**src/logic/pp_seq_pkg.sv**
```systemverilog
// constants, types and register map for the profile position sequencer
`default_nettype none
package pp_seq_pkg;
	// timing
	localparam int CLK_HZ      = 50_000_000;
	localparam int CYCLE_MS    = 1;
	localparam int TICK_CYCLES = CLK_HZ / 1000 * CYCLE_MS;

	// register byte offsets
	localparam logic [11:0] OFS_CONTROL      = 12'h000;
	localparam logic [11:0] OFS_STATUS       = 12'h004;
	localparam logic [11:0] OFS_MODE         = 12'h008;
	localparam logic [11:0] OFS_TARGET       = 12'h00C;
	localparam logic [11:0] OFS_OPTION       = 12'h010;
	localparam logic [11:0] OFS_PROF_VEL     = 12'h014;
	localparam logic [11:0] OFS_END_VEL      = 12'h018;
	localparam logic [11:0] OFS_MAX_PROF_VEL = 12'h01C;
	localparam logic [11:0] OFS_MAX_MOTOR    = 12'h020;
	localparam logic [11:0] OFS_LIMIT_MIN    = 12'h024;
	localparam logic [11:0] OFS_LIMIT_MAX    = 12'h028;
	localparam logic [11:0] OFS_POS_WIN      = 12'h02C;
	localparam logic [11:0] OFS_POS_WIN_TIME = 12'h030;
	localparam logic [11:0] OFS_FE_WIN       = 12'h034;
	localparam logic [11:0] OFS_FE_TIME      = 12'h038;
	localparam logic [11:0] OFS_PROF_TYPE    = 12'h03C;
	localparam logic [11:0] OFS_HALT_OPT     = 12'h040;
	localparam logic [11:0] OFS_ACTUAL       = 12'h044;
	localparam logic [11:0] OFS_ACTIVE_TGT   = 12'h048;

	// control word bits
	localparam int CTL_START = 4;
	localparam int CTL_IMMED = 5;
	localparam int CTL_REL   = 6;
	localparam int CTL_HALT  = 8;
	localparam int CTL_BLEND = 9;
	// status word bits
	localparam int ST_REACHED = 10;
	localparam int ST_LIMIT   = 11;
	localparam int ST_ACK     = 12;
	localparam int ST_FOLLOW  = 13;
	// positioning option fields
	localparam int OPT_REF_LSB = 0;
	localparam int OPT_CLR_LSB = 4;
	localparam logic [1:0] REF_LAST   = 2'h0;
	localparam logic [1:0] REF_DEMAND = 2'h1;

	localparam logic [7:0] MODE_PROFILE_POS = 8'h01;
	localparam logic [7:0] PROF_TRAPEZOID   = 8'h00;
	localparam logic [7:0] PROF_JERK        = 8'h03;

	// reset values
	localparam logic [15:0] CONTROL_RST   = 16'h0000;
	localparam logic [7:0]  MODE_RST      = 8'h00;
	localparam logic [31:0] LIMIT_MIN_RST = 32'h8000_0000;
	localparam logic [31:0] LIMIT_MAX_RST = 32'h7FFF_FFFF;
	localparam logic [31:0] SPEED_RST     = 32'h0000_0000;
	localparam logic [31:0] WIN_RST       = 32'h0000_0000;
	localparam logic [15:0] TIME_RST      = 16'h0000;

	typedef enum logic [2:0] {
		S_IDLE  = 3'b001,
		S_MOVE  = 3'b010,
		S_QUEUE = 3'b100
	} seq_state_t;

	typedef struct packed {
		logic [31:0] target;
		logic [31:0] speed;
		logic [31:0] end_vel;
		logic        blend;
	} move_cmd_t;
endpackage
`default_nettype wire

```
**src/logic/profile_position_sequencer.sv**
```systemverilog
// profile position command sequencer with apb register file
//
// What this block does
// - mode value one selects profile position
// - rising start bit launches a travel command
// - entering mode with start high still starts
// - immediate bit runs now, else queued behind a running move
// - relative bit chooses absolute or relative target
// - option bits pick relative reference position
// - halt bit stops using halt option ramp
// - blend bit passes through current target
// - no blend: finish positioning then next
// - target reached after window dwell time
// - limit flag when demand outside limits
// - acknowledge follows host new setpoint bit
// - buffered ack clears when queue frees; ignore
// - no ack if unreachable or queue full
// - following error flag after window timeout
// - write target, start, ack, move, reached
// - option bits four/five auto clear start
// - one queued target with own parameters
// - blend holds speed until target reached
// - nonzero end speed: sampled position bases next relative move
// - profile type three enables jerk limits
// - speed capped by smaller maximum
// - evaluation runs once per millisecond tick; halt follows on every clock
`timescale 1ns/1ps
`default_nettype none
module profile_position_sequencer
	import pp_seq_pkg::*;
#(
	parameter int TICK_PERIOD = TICK_CYCLES
) (
	// clock and reset
	input  wire logic        core_clk,
	input  wire logic        reset_n,
	// apb slave
	input  wire logic        psel,
	input  wire logic        penable,
	input  wire logic        pwrite,
	input  wire logic [11:0] paddr,
	input  wire logic [31:0] pwdata,
	output logic [31:0]      prdata,
	output logic             pready,
	output logic             pslverr,
	// feedback from trajectory and position loop
	input  wire logic [31:0] actual_pos,
	input  wire logic [31:0] demand_pos,
	input  wire logic        traj_done,
	input  wire logic        closed_loop,
	// commands to trajectory generator
	output move_cmd_t        move_cmd,
	output logic             move_start,
	output logic             move_halt,
	output logic [15:0]      halt_mode,
	output logic             jerk_limited
);

	typedef struct packed {
		logic [15:0] ctrl;
		logic [7:0]  mode;
		logic [31:0] target;
		logic [15:0] option;
		logic [31:0] prof_vel;
		logic [31:0] end_vel;
		logic [31:0] max_prof_vel;
		logic [31:0] max_motor;
		logic [31:0] lim_min;
		logic [31:0] lim_max;
		logic [31:0] pos_win;
		logic [15:0] pos_win_time;
		logic [31:0] fe_win;
		logic [15:0] fe_time;
		logic [7:0]  prof_type;
		logic [15:0] halt_opt;
		seq_state_t  state;
		logic        start_prev;
		logic        was_pp;
		logic        done_pend;
		logic [31:0] act;
		logic [31:0] base;
		move_cmd_t   active;
		move_cmd_t   queued;
		logic        start;
		logic        ack;
		logic        reached;
		logic        limit;
		logic        follow;
		logic        jerk;
		logic        halt;
		logic [15:0] win_cnt;
		logic [15:0] fe_cnt;
		logic [15:0] tick_cnt;
		logic        tick;
		logic [31:0] rdata;
		logic        ready;
		logic        slverr;
	} regs_t;

	localparam regs_t REGS_RST = '{
		ctrl: CONTROL_RST, mode: MODE_RST, target: 32'h0000_0000, option: 16'h0000,
		prof_vel: SPEED_RST, end_vel: SPEED_RST, max_prof_vel: SPEED_RST,
		max_motor: SPEED_RST, lim_min: LIMIT_MIN_RST, lim_max: LIMIT_MAX_RST,
		pos_win: WIN_RST, pos_win_time: TIME_RST, fe_win: WIN_RST, fe_time: TIME_RST,
		prof_type: PROF_TRAPEZOID, halt_opt: 16'h0000, state: S_IDLE,
		start_prev: 1'b0, was_pp: 1'b0, done_pend: 1'b0, act: 32'h0000_0000,
		base: 32'h0000_0000, active: '0, queued: '0, start: 1'b0, ack: 1'b0,
		reached: 1'b0, limit: 1'b0, follow: 1'b0, jerk: 1'b0, win_cnt: 16'h0000,
		fe_cnt: 16'h0000, tick_cnt: 16'h0000, tick: 1'b0, rdata: 32'h0000_0000,
		ready: 1'b0, slverr: 1'b0, halt: 1'b0
	};

	localparam logic [15:0] TICK_LAST = 16'(TICK_PERIOD - 1);

	regs_t r_q;
	regs_t r_d;

	function automatic logic [31:0] abs_diff(input logic [31:0] a, input logic [31:0] b);
		logic signed [32:0] d;
		d = $signed({a[31], a}) - $signed({b[31], b});
		abs_diff = d[32] ? 32'(-d) : d[31:0];
	endfunction

	function automatic logic [31:0] umin(input logic [31:0] a, input logic [31:0] b);
		umin = (a < b) ? a : b;
	endfunction

	logic        pp;
	logic        rise;
	logic        immed;
	logic        valid;
	logic        accepted;
	logic [31:0] ref_pos;
	logic [31:0] abs_tgt;
	move_cmd_t   cand;
	logic        access;
	logic        in_win;
	logic        fe_over;

	always_comb begin
		r_d      = r_q;
		pp       = (r_q.mode == MODE_PROFILE_POS);
		immed    = r_q.ctrl[CTL_IMMED];
		accepted = 1'b0;
		// window flags only matter at a tick; zero keeps the process latch free
		in_win   = 1'b0;
		fe_over  = 1'b0;
		r_d.start = 1'b0;
		// 1 ms application tick; inputs shorter than a tick may be missed
		r_d.tick = 1'b0;
		if (r_q.tick_cnt == TICK_LAST) begin
			r_d.tick_cnt = 16'h0000;
			r_d.tick     = 1'b1;
		end else begin
			r_d.tick_cnt = r_q.tick_cnt + 16'h0001;
		end
		// a late done is held until the next tick, never dropped
		if (traj_done) begin
			r_d.done_pend = 1'b1;
		end
		// entering the mode forgets the old start level
		rise = r_q.ctrl[CTL_START] & ~(r_q.was_pp & r_q.start_prev);
		case (r_q.option[OPT_REF_LSB +: 2])
			REF_LAST:   ref_pos = r_q.base;
			REF_DEMAND: ref_pos = demand_pos;
			default:    ref_pos = r_q.act;
		endcase
		// relative moves add the distance to the chosen reference
		abs_tgt = r_q.ctrl[CTL_REL] ? ref_pos + r_q.target : r_q.target;
		cand.target  = abs_tgt;
		// speed ceiling is the smaller of the two maxima
		cand.speed   = umin(r_q.prof_vel, umin(r_q.max_prof_vel, r_q.max_motor));
		cand.end_vel = r_q.end_vel;
		cand.blend   = r_q.ctrl[CTL_BLEND] & ~immed;
		// out of range: no acknowledge and no launch
		valid = ($signed(abs_tgt) >= $signed(r_q.lim_min))
			&& ($signed(abs_tgt) <= $signed(r_q.lim_max));
		if (r_q.tick) begin
			r_d.act  = actual_pos;
			r_d.jerk = (r_q.prof_type == PROF_JERK);
			r_d.limit = ($signed(demand_pos) < $signed(r_q.lim_min))
				|| ($signed(demand_pos) > $signed(r_q.lim_max));
			if (!pp) begin
				r_d.was_pp = 1'b0;
				r_d.state  = S_IDLE;
				r_d.ack    = 1'b0;
			end else begin
				r_d.was_pp     = 1'b1;
				r_d.start_prev = r_q.ctrl[CTL_START];
				if (r_q.done_pend && !traj_done) begin
					r_d.done_pend = 1'b0;
				end
				if (r_q.done_pend) begin
					// with nonzero end speed the sample replaces the ideal target
					r_d.base = (r_q.active.end_vel != 32'h0000_0000) ? actual_pos
						: r_q.active.target;
					case (r_q.state)
						S_QUEUE: begin
							r_d.active = r_q.queued;
							r_d.start  = 1'b1;
							r_d.state  = S_MOVE;
						end
						S_MOVE: begin
							r_d.state = S_IDLE;
						end
						default: begin
							r_d.state = S_IDLE;
						end
					endcase
				end
				// ack follows the start bit, but stays up while the queue is full
				if (!r_q.ctrl[CTL_START] && r_d.state != S_QUEUE) begin
					r_d.ack = 1'b0;
				end
				if (rise && valid) begin
					if (immed) begin
						r_d.active = cand;
						r_d.start  = 1'b1;
						r_d.state  = S_MOVE;
						accepted   = 1'b1;
					end else if (r_d.state == S_IDLE) begin
						r_d.active = cand;
						r_d.start  = 1'b1;
						r_d.state  = S_MOVE;
						accepted   = 1'b1;
					end else if (r_d.state == S_MOVE && !r_q.ack) begin
						r_d.queued = cand;
						r_d.state  = S_QUEUE;
						accepted   = 1'b1;
					end
					// queue full or ack still set: command ignored
				end
				if (accepted) begin
					r_d.ack = 1'b1;
					if (r_q.option[OPT_CLR_LSB +: 2] != 2'h0) begin
						r_d.ctrl[CTL_START] = 1'b0;
					end
				end
			end
			// dwell inside the window before reporting arrival
			in_win = (r_d.state == S_IDLE) && !r_d.start
				&& (abs_diff(actual_pos, r_d.active.target) <= r_q.pos_win);
			if (!in_win) begin
				r_d.win_cnt = 16'h0000;
				r_d.reached = 1'b0;
			end else if (r_q.win_cnt >= r_q.pos_win_time) begin
				r_d.reached = 1'b1;
			end else begin
				r_d.win_cnt = r_q.win_cnt + 16'h0001;
			end
			// open loop has no meaningful following error
			fe_over = closed_loop && (abs_diff(actual_pos, demand_pos) > r_q.fe_win);
			if (!fe_over) begin
				r_d.fe_cnt = 16'h0000;
				r_d.follow = 1'b0;
			end else if (r_q.fe_cnt >= r_q.fe_time) begin
				r_d.follow = 1'b1;
			end else begin
				r_d.fe_cnt = r_q.fe_cnt + 16'h0001;
			end
		end
		// apb: registered read data, one ready cycle per access
		r_d.ready = psel & ~penable;
		access    = psel & penable & r_q.ready;
		if (psel && !penable) begin
			r_d.slverr = 1'b0;
			r_d.rdata  = 32'h0000_0000;
			if (paddr == OFS_CONTROL) begin
				r_d.rdata = {16'h0000, r_q.ctrl};
			end else if (paddr == OFS_STATUS) begin
				r_d.rdata[ST_REACHED] = r_q.reached;
				r_d.rdata[ST_LIMIT]   = r_q.limit;
				r_d.rdata[ST_ACK]     = r_q.ack;
				r_d.rdata[ST_FOLLOW]  = r_q.follow;
			end else if (paddr == OFS_MODE) begin
				r_d.rdata = {24'h000000, r_q.mode};
			end else if (paddr == OFS_TARGET) begin
				r_d.rdata = r_q.target;
			end else if (paddr == OFS_OPTION) begin
				r_d.rdata = {16'h0000, r_q.option};
			end else if (paddr == OFS_PROF_VEL) begin
				r_d.rdata = r_q.prof_vel;
			end else if (paddr == OFS_END_VEL) begin
				r_d.rdata = r_q.end_vel;
			end else if (paddr == OFS_MAX_PROF_VEL) begin
				r_d.rdata = r_q.max_prof_vel;
			end else if (paddr == OFS_MAX_MOTOR) begin
				r_d.rdata = r_q.max_motor;
			end else if (paddr == OFS_LIMIT_MIN) begin
				r_d.rdata = r_q.lim_min;
			end else if (paddr == OFS_LIMIT_MAX) begin
				r_d.rdata = r_q.lim_max;
			end else if (paddr == OFS_POS_WIN) begin
				r_d.rdata = r_q.pos_win;
			end else if (paddr == OFS_POS_WIN_TIME) begin
				r_d.rdata = {16'h0000, r_q.pos_win_time};
			end else if (paddr == OFS_FE_WIN) begin
				r_d.rdata = r_q.fe_win;
			end else if (paddr == OFS_FE_TIME) begin
				r_d.rdata = {16'h0000, r_q.fe_time};
			end else if (paddr == OFS_PROF_TYPE) begin
				r_d.rdata = {24'h000000, r_q.prof_type};
			end else if (paddr == OFS_HALT_OPT) begin
				r_d.rdata = {16'h0000, r_q.halt_opt};
			end else if (paddr == OFS_ACTUAL) begin
				r_d.rdata = r_q.act;
			end else if (paddr == OFS_ACTIVE_TGT) begin
				r_d.rdata = r_q.active.target;
			end else begin
				r_d.slverr = 1'b1;
			end
		end
		// software write beats the auto clear of the start bit
		if (access && pwrite) begin
			if (paddr == OFS_CONTROL) begin
				r_d.ctrl = pwdata[15:0];
			end else if (paddr == OFS_MODE) begin
				r_d.mode = pwdata[7:0];
			end else if (paddr == OFS_TARGET) begin
				r_d.target = pwdata;
			end else if (paddr == OFS_OPTION) begin
				r_d.option = pwdata[15:0];
			end else if (paddr == OFS_PROF_VEL) begin
				r_d.prof_vel = pwdata;
			end else if (paddr == OFS_END_VEL) begin
				r_d.end_vel = pwdata;
			end else if (paddr == OFS_MAX_PROF_VEL) begin
				r_d.max_prof_vel = pwdata;
			end else if (paddr == OFS_MAX_MOTOR) begin
				r_d.max_motor = pwdata;
			end else if (paddr == OFS_LIMIT_MIN) begin
				r_d.lim_min = pwdata;
			end else if (paddr == OFS_LIMIT_MAX) begin
				r_d.lim_max = pwdata;
			end else if (paddr == OFS_POS_WIN) begin
				r_d.pos_win = pwdata;
			end else if (paddr == OFS_POS_WIN_TIME) begin
				r_d.pos_win_time = pwdata[15:0];
			end else if (paddr == OFS_FE_WIN) begin
				r_d.fe_win = pwdata;
			end else if (paddr == OFS_FE_TIME) begin
				r_d.fe_time = pwdata[15:0];
			end else if (paddr == OFS_PROF_TYPE) begin
				r_d.prof_type = pwdata[7:0];
			end else if (paddr == OFS_HALT_OPT) begin
				r_d.halt_opt = pwdata[15:0];
			end
		end

		// halt held in a flop so the pin has no gate behind it
		r_d.halt = r_d.ctrl[CTL_HALT] & (r_d.mode == MODE_PROFILE_POS);
	end

	always_ff @(posedge core_clk or negedge reset_n) begin
		if (!reset_n) begin
			r_q <= REGS_RST;
		end else begin
			r_q <= r_d;
		end
	end

	assign prdata       = r_q.rdata;
	assign pready       = r_q.ready;
	assign pslverr      = r_q.slverr;
	assign move_cmd     = r_q.active;
	assign move_start   = r_q.start;
	// halt is a level: rising brakes on the halt option ramp, falling restarts
	assign move_halt    = r_q.halt;
	assign halt_mode    = r_q.halt_opt;
	assign jerk_limited = r_q.jerk;

endmodule
`default_nettype wire

```
**config.mk**
```make
export PLATFORM = sky130hd
export DESIGN_NAME = profile_position_sequencer
export DESIGN_NICKNAME = d
export VERILOG_FILES = /design/src/logic/pp_seq_pkg.sv /design/src/logic/profile_position_sequencer.sv
export SDC_FILE = /design/constraint.sdc
export NUM_CORES = 2
export LEC_CHECK = 0
export BUFFER_PORTS_ARGS = -buffer_cell sky130_fd_sc_hd__buf_2
export CAP_MARGIN = 20
export CORE_MARGIN = 1
export CORE_UTILIZATION = 35
export CTS_CLUSTER_SIZE = 20
export DETAILED_ROUTE_END_ITERATION = 10
export SYNTH_ARGS = -nofsm -noshare
export SYNTH_HDL_FRONTEND = slang
export SYNTH_SLANG_ARGS = --single-unit
export TNS_END_PERCENT = 10
```
**constraint.sdc**
```tcl
create_clock -name core_clk -period 15.7 [get_ports core_clk]
set_clock_uncertainty 0.15 [all_clocks]
set_input_delay 0.785 -clock core_clk [delete_from_list [all_inputs] [get_ports core_clk]]
set_output_delay 0.785 -clock core_clk [all_outputs]
set_load 0.01 [all_outputs]
```
==> flow_summary.json <==
{
  "arrival_ns": 15.15,
  "num_io_pins": 265,
  "wire_per_inst_um": 25.5,
  "ys_ff_latch": 738,
  "syn_avg_cell_area_sq_um": 9.18,
  "power.density_nw_per_um2": 83.2,
  "h-tree-depth": 3,
  "drv_cap": 0,
  "slew_viol_final": 0,
  "initial_core_util_pct": 35.3,
  "via_per_inst": 5.85,
  "critical-path-top-delay-family": "compound AO/OA/AOI/OAI gates",
  "slowest_stage": "dfrtp_4",
  "synthToLayoutAreaGrowth_pct": 10.7,
  "n_fill_cell": 13700,
  "yosysWarnings": 0,
  "fin_ws_ns": 0.989,
  "yosysUniqueCellTypes": 106,
  "gr-total-overflow": 0,
  "synth_area_leaders": "dfrtp_1 (37%), ha_1 (10%), mux2_2 (6.9%)",
  "cts_tree": "built",
  "holdPathStages": 2,
  "portBuffers": 264,
  "drt-total-wl_mm": 181,
  "critical_path.startpoint_type": "flop",
  "rows": 135,
  "rsz0062_at_grt": "no",
  "synth-edff-count": 0,
  "grt_pass1_vias": 39200,
  "drc": 0,
  "fmax_ghz": 0.0680,
  "gp_congestion": 0.980,
  "synth_flop_cell": "dfrtp_1",
  "max_slew_margin_pct": 27.8,
  "outcome": "finished clean",
  "crit_top_cell": "o21ai_0",
  "hold_violations": 0,
  "critPathMaxStageDelay_ns": 0.63,
  "setup_viol": 0,
  "hpwl_mm": 140,
  "drt_iter0_markers": 4818,
  "cp-end-kind": "flop",
  "whs_ns": 0.205,
  "vias": 41500,
  "synthArstFlopShare_pct": 100,
  "dieArea_sq_um": 139000,
  "syn_inst": 5227,
  "cts_sinks": 738,
  "setup.worst_path.class": "flop to flop",
  "grt_first_pass_wirelength_mm": 265,
  "grt_usage_pct": 25.8,
  "final_common_cell": "dfrtp_1",
  "drive_above_1_share_pct": 16.8,
  "die_w_um": 372,
  "multiInputGateArea_sq_um": 26300,
  "post-route-period-util_pct": 93.7,
  "synth_top_area_cell": "dfrtp_1",
  "r2r_slack_ns": 0.99,
  "root_buffer": "clkbuf_16",
  "critPathBufInv": 4,
  "syn_nets": 5730,
  "critPathMaxFanout": 21,
  "final_cell_mix": "dfrtp_1 (701), o21ai_0 (537), nand2_1 (499)",
  "synth.top_cell.area_share_pct": 36.8,
  "holdCritPathClass": "input port to flop",
  "nets": 5739,
  "pre_cts_ws_ns": 0.670,
  "synth_seq_area_share_pct": 38.6,
  "grt_max_degree": 174,
  "p_leak_uw": 0.0260,
  "clk_pin_slew_ns": 0.06,
  "min_to": "r_q[348]",
  "r2r-start": "r_q[666]",
  "hp-start": "traj_done",
  "final_antenna_net_count": 0,
  "numCtsBuffers": 84,
  "seq_area_sq_um": 18500,
  "insertion_delay_ns": 0.70,
  "netlist_area_sq_um": 48000,
  "r2r_cells": 63,
  "cts_buffer_depth": 3,
  "period_needed_ns": 14.71,
  "cp.required_ns": 16.14,
  "fp.dieH_um": 372,
  "firstDrtPassIters": 8,
  "antenna_found_initial": 13,
  "setup_tns_ns": 0,
  "core_sq_um": 136000,
  "tightestPinTransition_ns": 1.08,
  "r2r-end": "r_q[82]",
  "vdd_drop_max_uv": 73.1
}
-- worst max path at each step --
stage / start / end / slack, ns / cells past startpoint
after global routing: r_q[666] / r_q[82] / 0.04 / 61
after floorplan: r_q[666] / r_q[81] / 2.66 / 63
after CTS: r_q[666] / r_q[82] / 0.80 / 60
final: r_q[666] / r_q[82] / 0.99 / 63
after detailed placement: demand_pos[1] / r_q[82] / 0.67 / 61
after global placement: demand_pos[1] / r_q[82] / 0.75 / 61
-- state kept, by name, indices dropped and copies added, names as in the netlist --
name / flops
cand: 32
r_q: 555
move_cmd: 97
halt_mode: 16
move_start: 1
pslverr: 1
move_halt: 1
prdata: 32
pready: 1
jerk_limited: 1
immed: 1
-- logic make-up after synthesis --
logic type	share of synthesized area, %
fa+ha+maj	10.2
buf+inv	7.08
flops	38.6
xor+xnor	2.77
simple gates	12.2
compound gates	20.4
mux	8.80
-- layer usage --
metal	vias up	part of all wire (%)	track usage (%)
li1	18800	-	-
met1	20700	45	37.8
met2	1836	43	38.2
met3	215	9.4	4.73
met4	2	2.7	7.37
met5	-	0.0072	0
-- cells in the mapped netlist, types with 19 or more instances --
cell type  count
buf_4        154
nand4_1       69
xor2_1        42
nor4_1        34
a211oi_1      32
a32oi_1       33
dfstp_2       33
clkbuf_1     231
o21a_1        39
nand2_1      505
nor3_1        60
o22a_1        23
a222oi_1      20
dfrtp_1      705
xnor2_1      110
nor2b_1       45
a21oi_1      340
o211ai_1      20
o221ai_1      47
a21o_1       104
and2_1        20
ha_1         385
a22oi_1       36
inv_1        320
mux2_2       295
o22ai_1      107
a31oi_1       24
a221oi_1      57
o21ai_0      537
nor2_1       329
nand2b_1      49
or3_1         23
mux2i_1       87
nand3_1       55
buf_1         19
-- stage by stage --
step / utilization (%) / power (uW) / instance area [sq um] / cells
floorplan: - / 2210 / 48000 / 5227
global placement: 36.9 / 2360 / 50100 / 6927
detailed placement: 36.9 / 2370 / 50100 / 6928
CTS: 39.0 / 4450 / 53000 / 7087
global route: 39.1 / 4560 / 53100 / 7091
finish: 39.1 / 4410 / 53100 / 7092
-- report_power, final --
group	internal, uW	total, uW	switching (uW)
Combinational	142	417	274
Clock	1200	2080	880
Sequential	1910	1920	5.38
-- timing repair --
action	CTS	global route
resized for setup	0	9
setup endpoints to repair	0	16
endpoints found under the hold margin	4	0
setup buffers	0	0
hold buffers	1	0
-- final cells by class --
type | count | share of cell area [%]
diodes | 3 | 0.0141
clock buffers | 119 | 4.55
clock inverters | 39 | 0.919
inverters | 322 | 2.28
multi-input cells | 3752 | 49.5
flip-flops and latches | 738 | 34.9
well taps | 1781 | 4.20
repair buffers | 338 | 3.66
(Power assumes the default switching activity.)
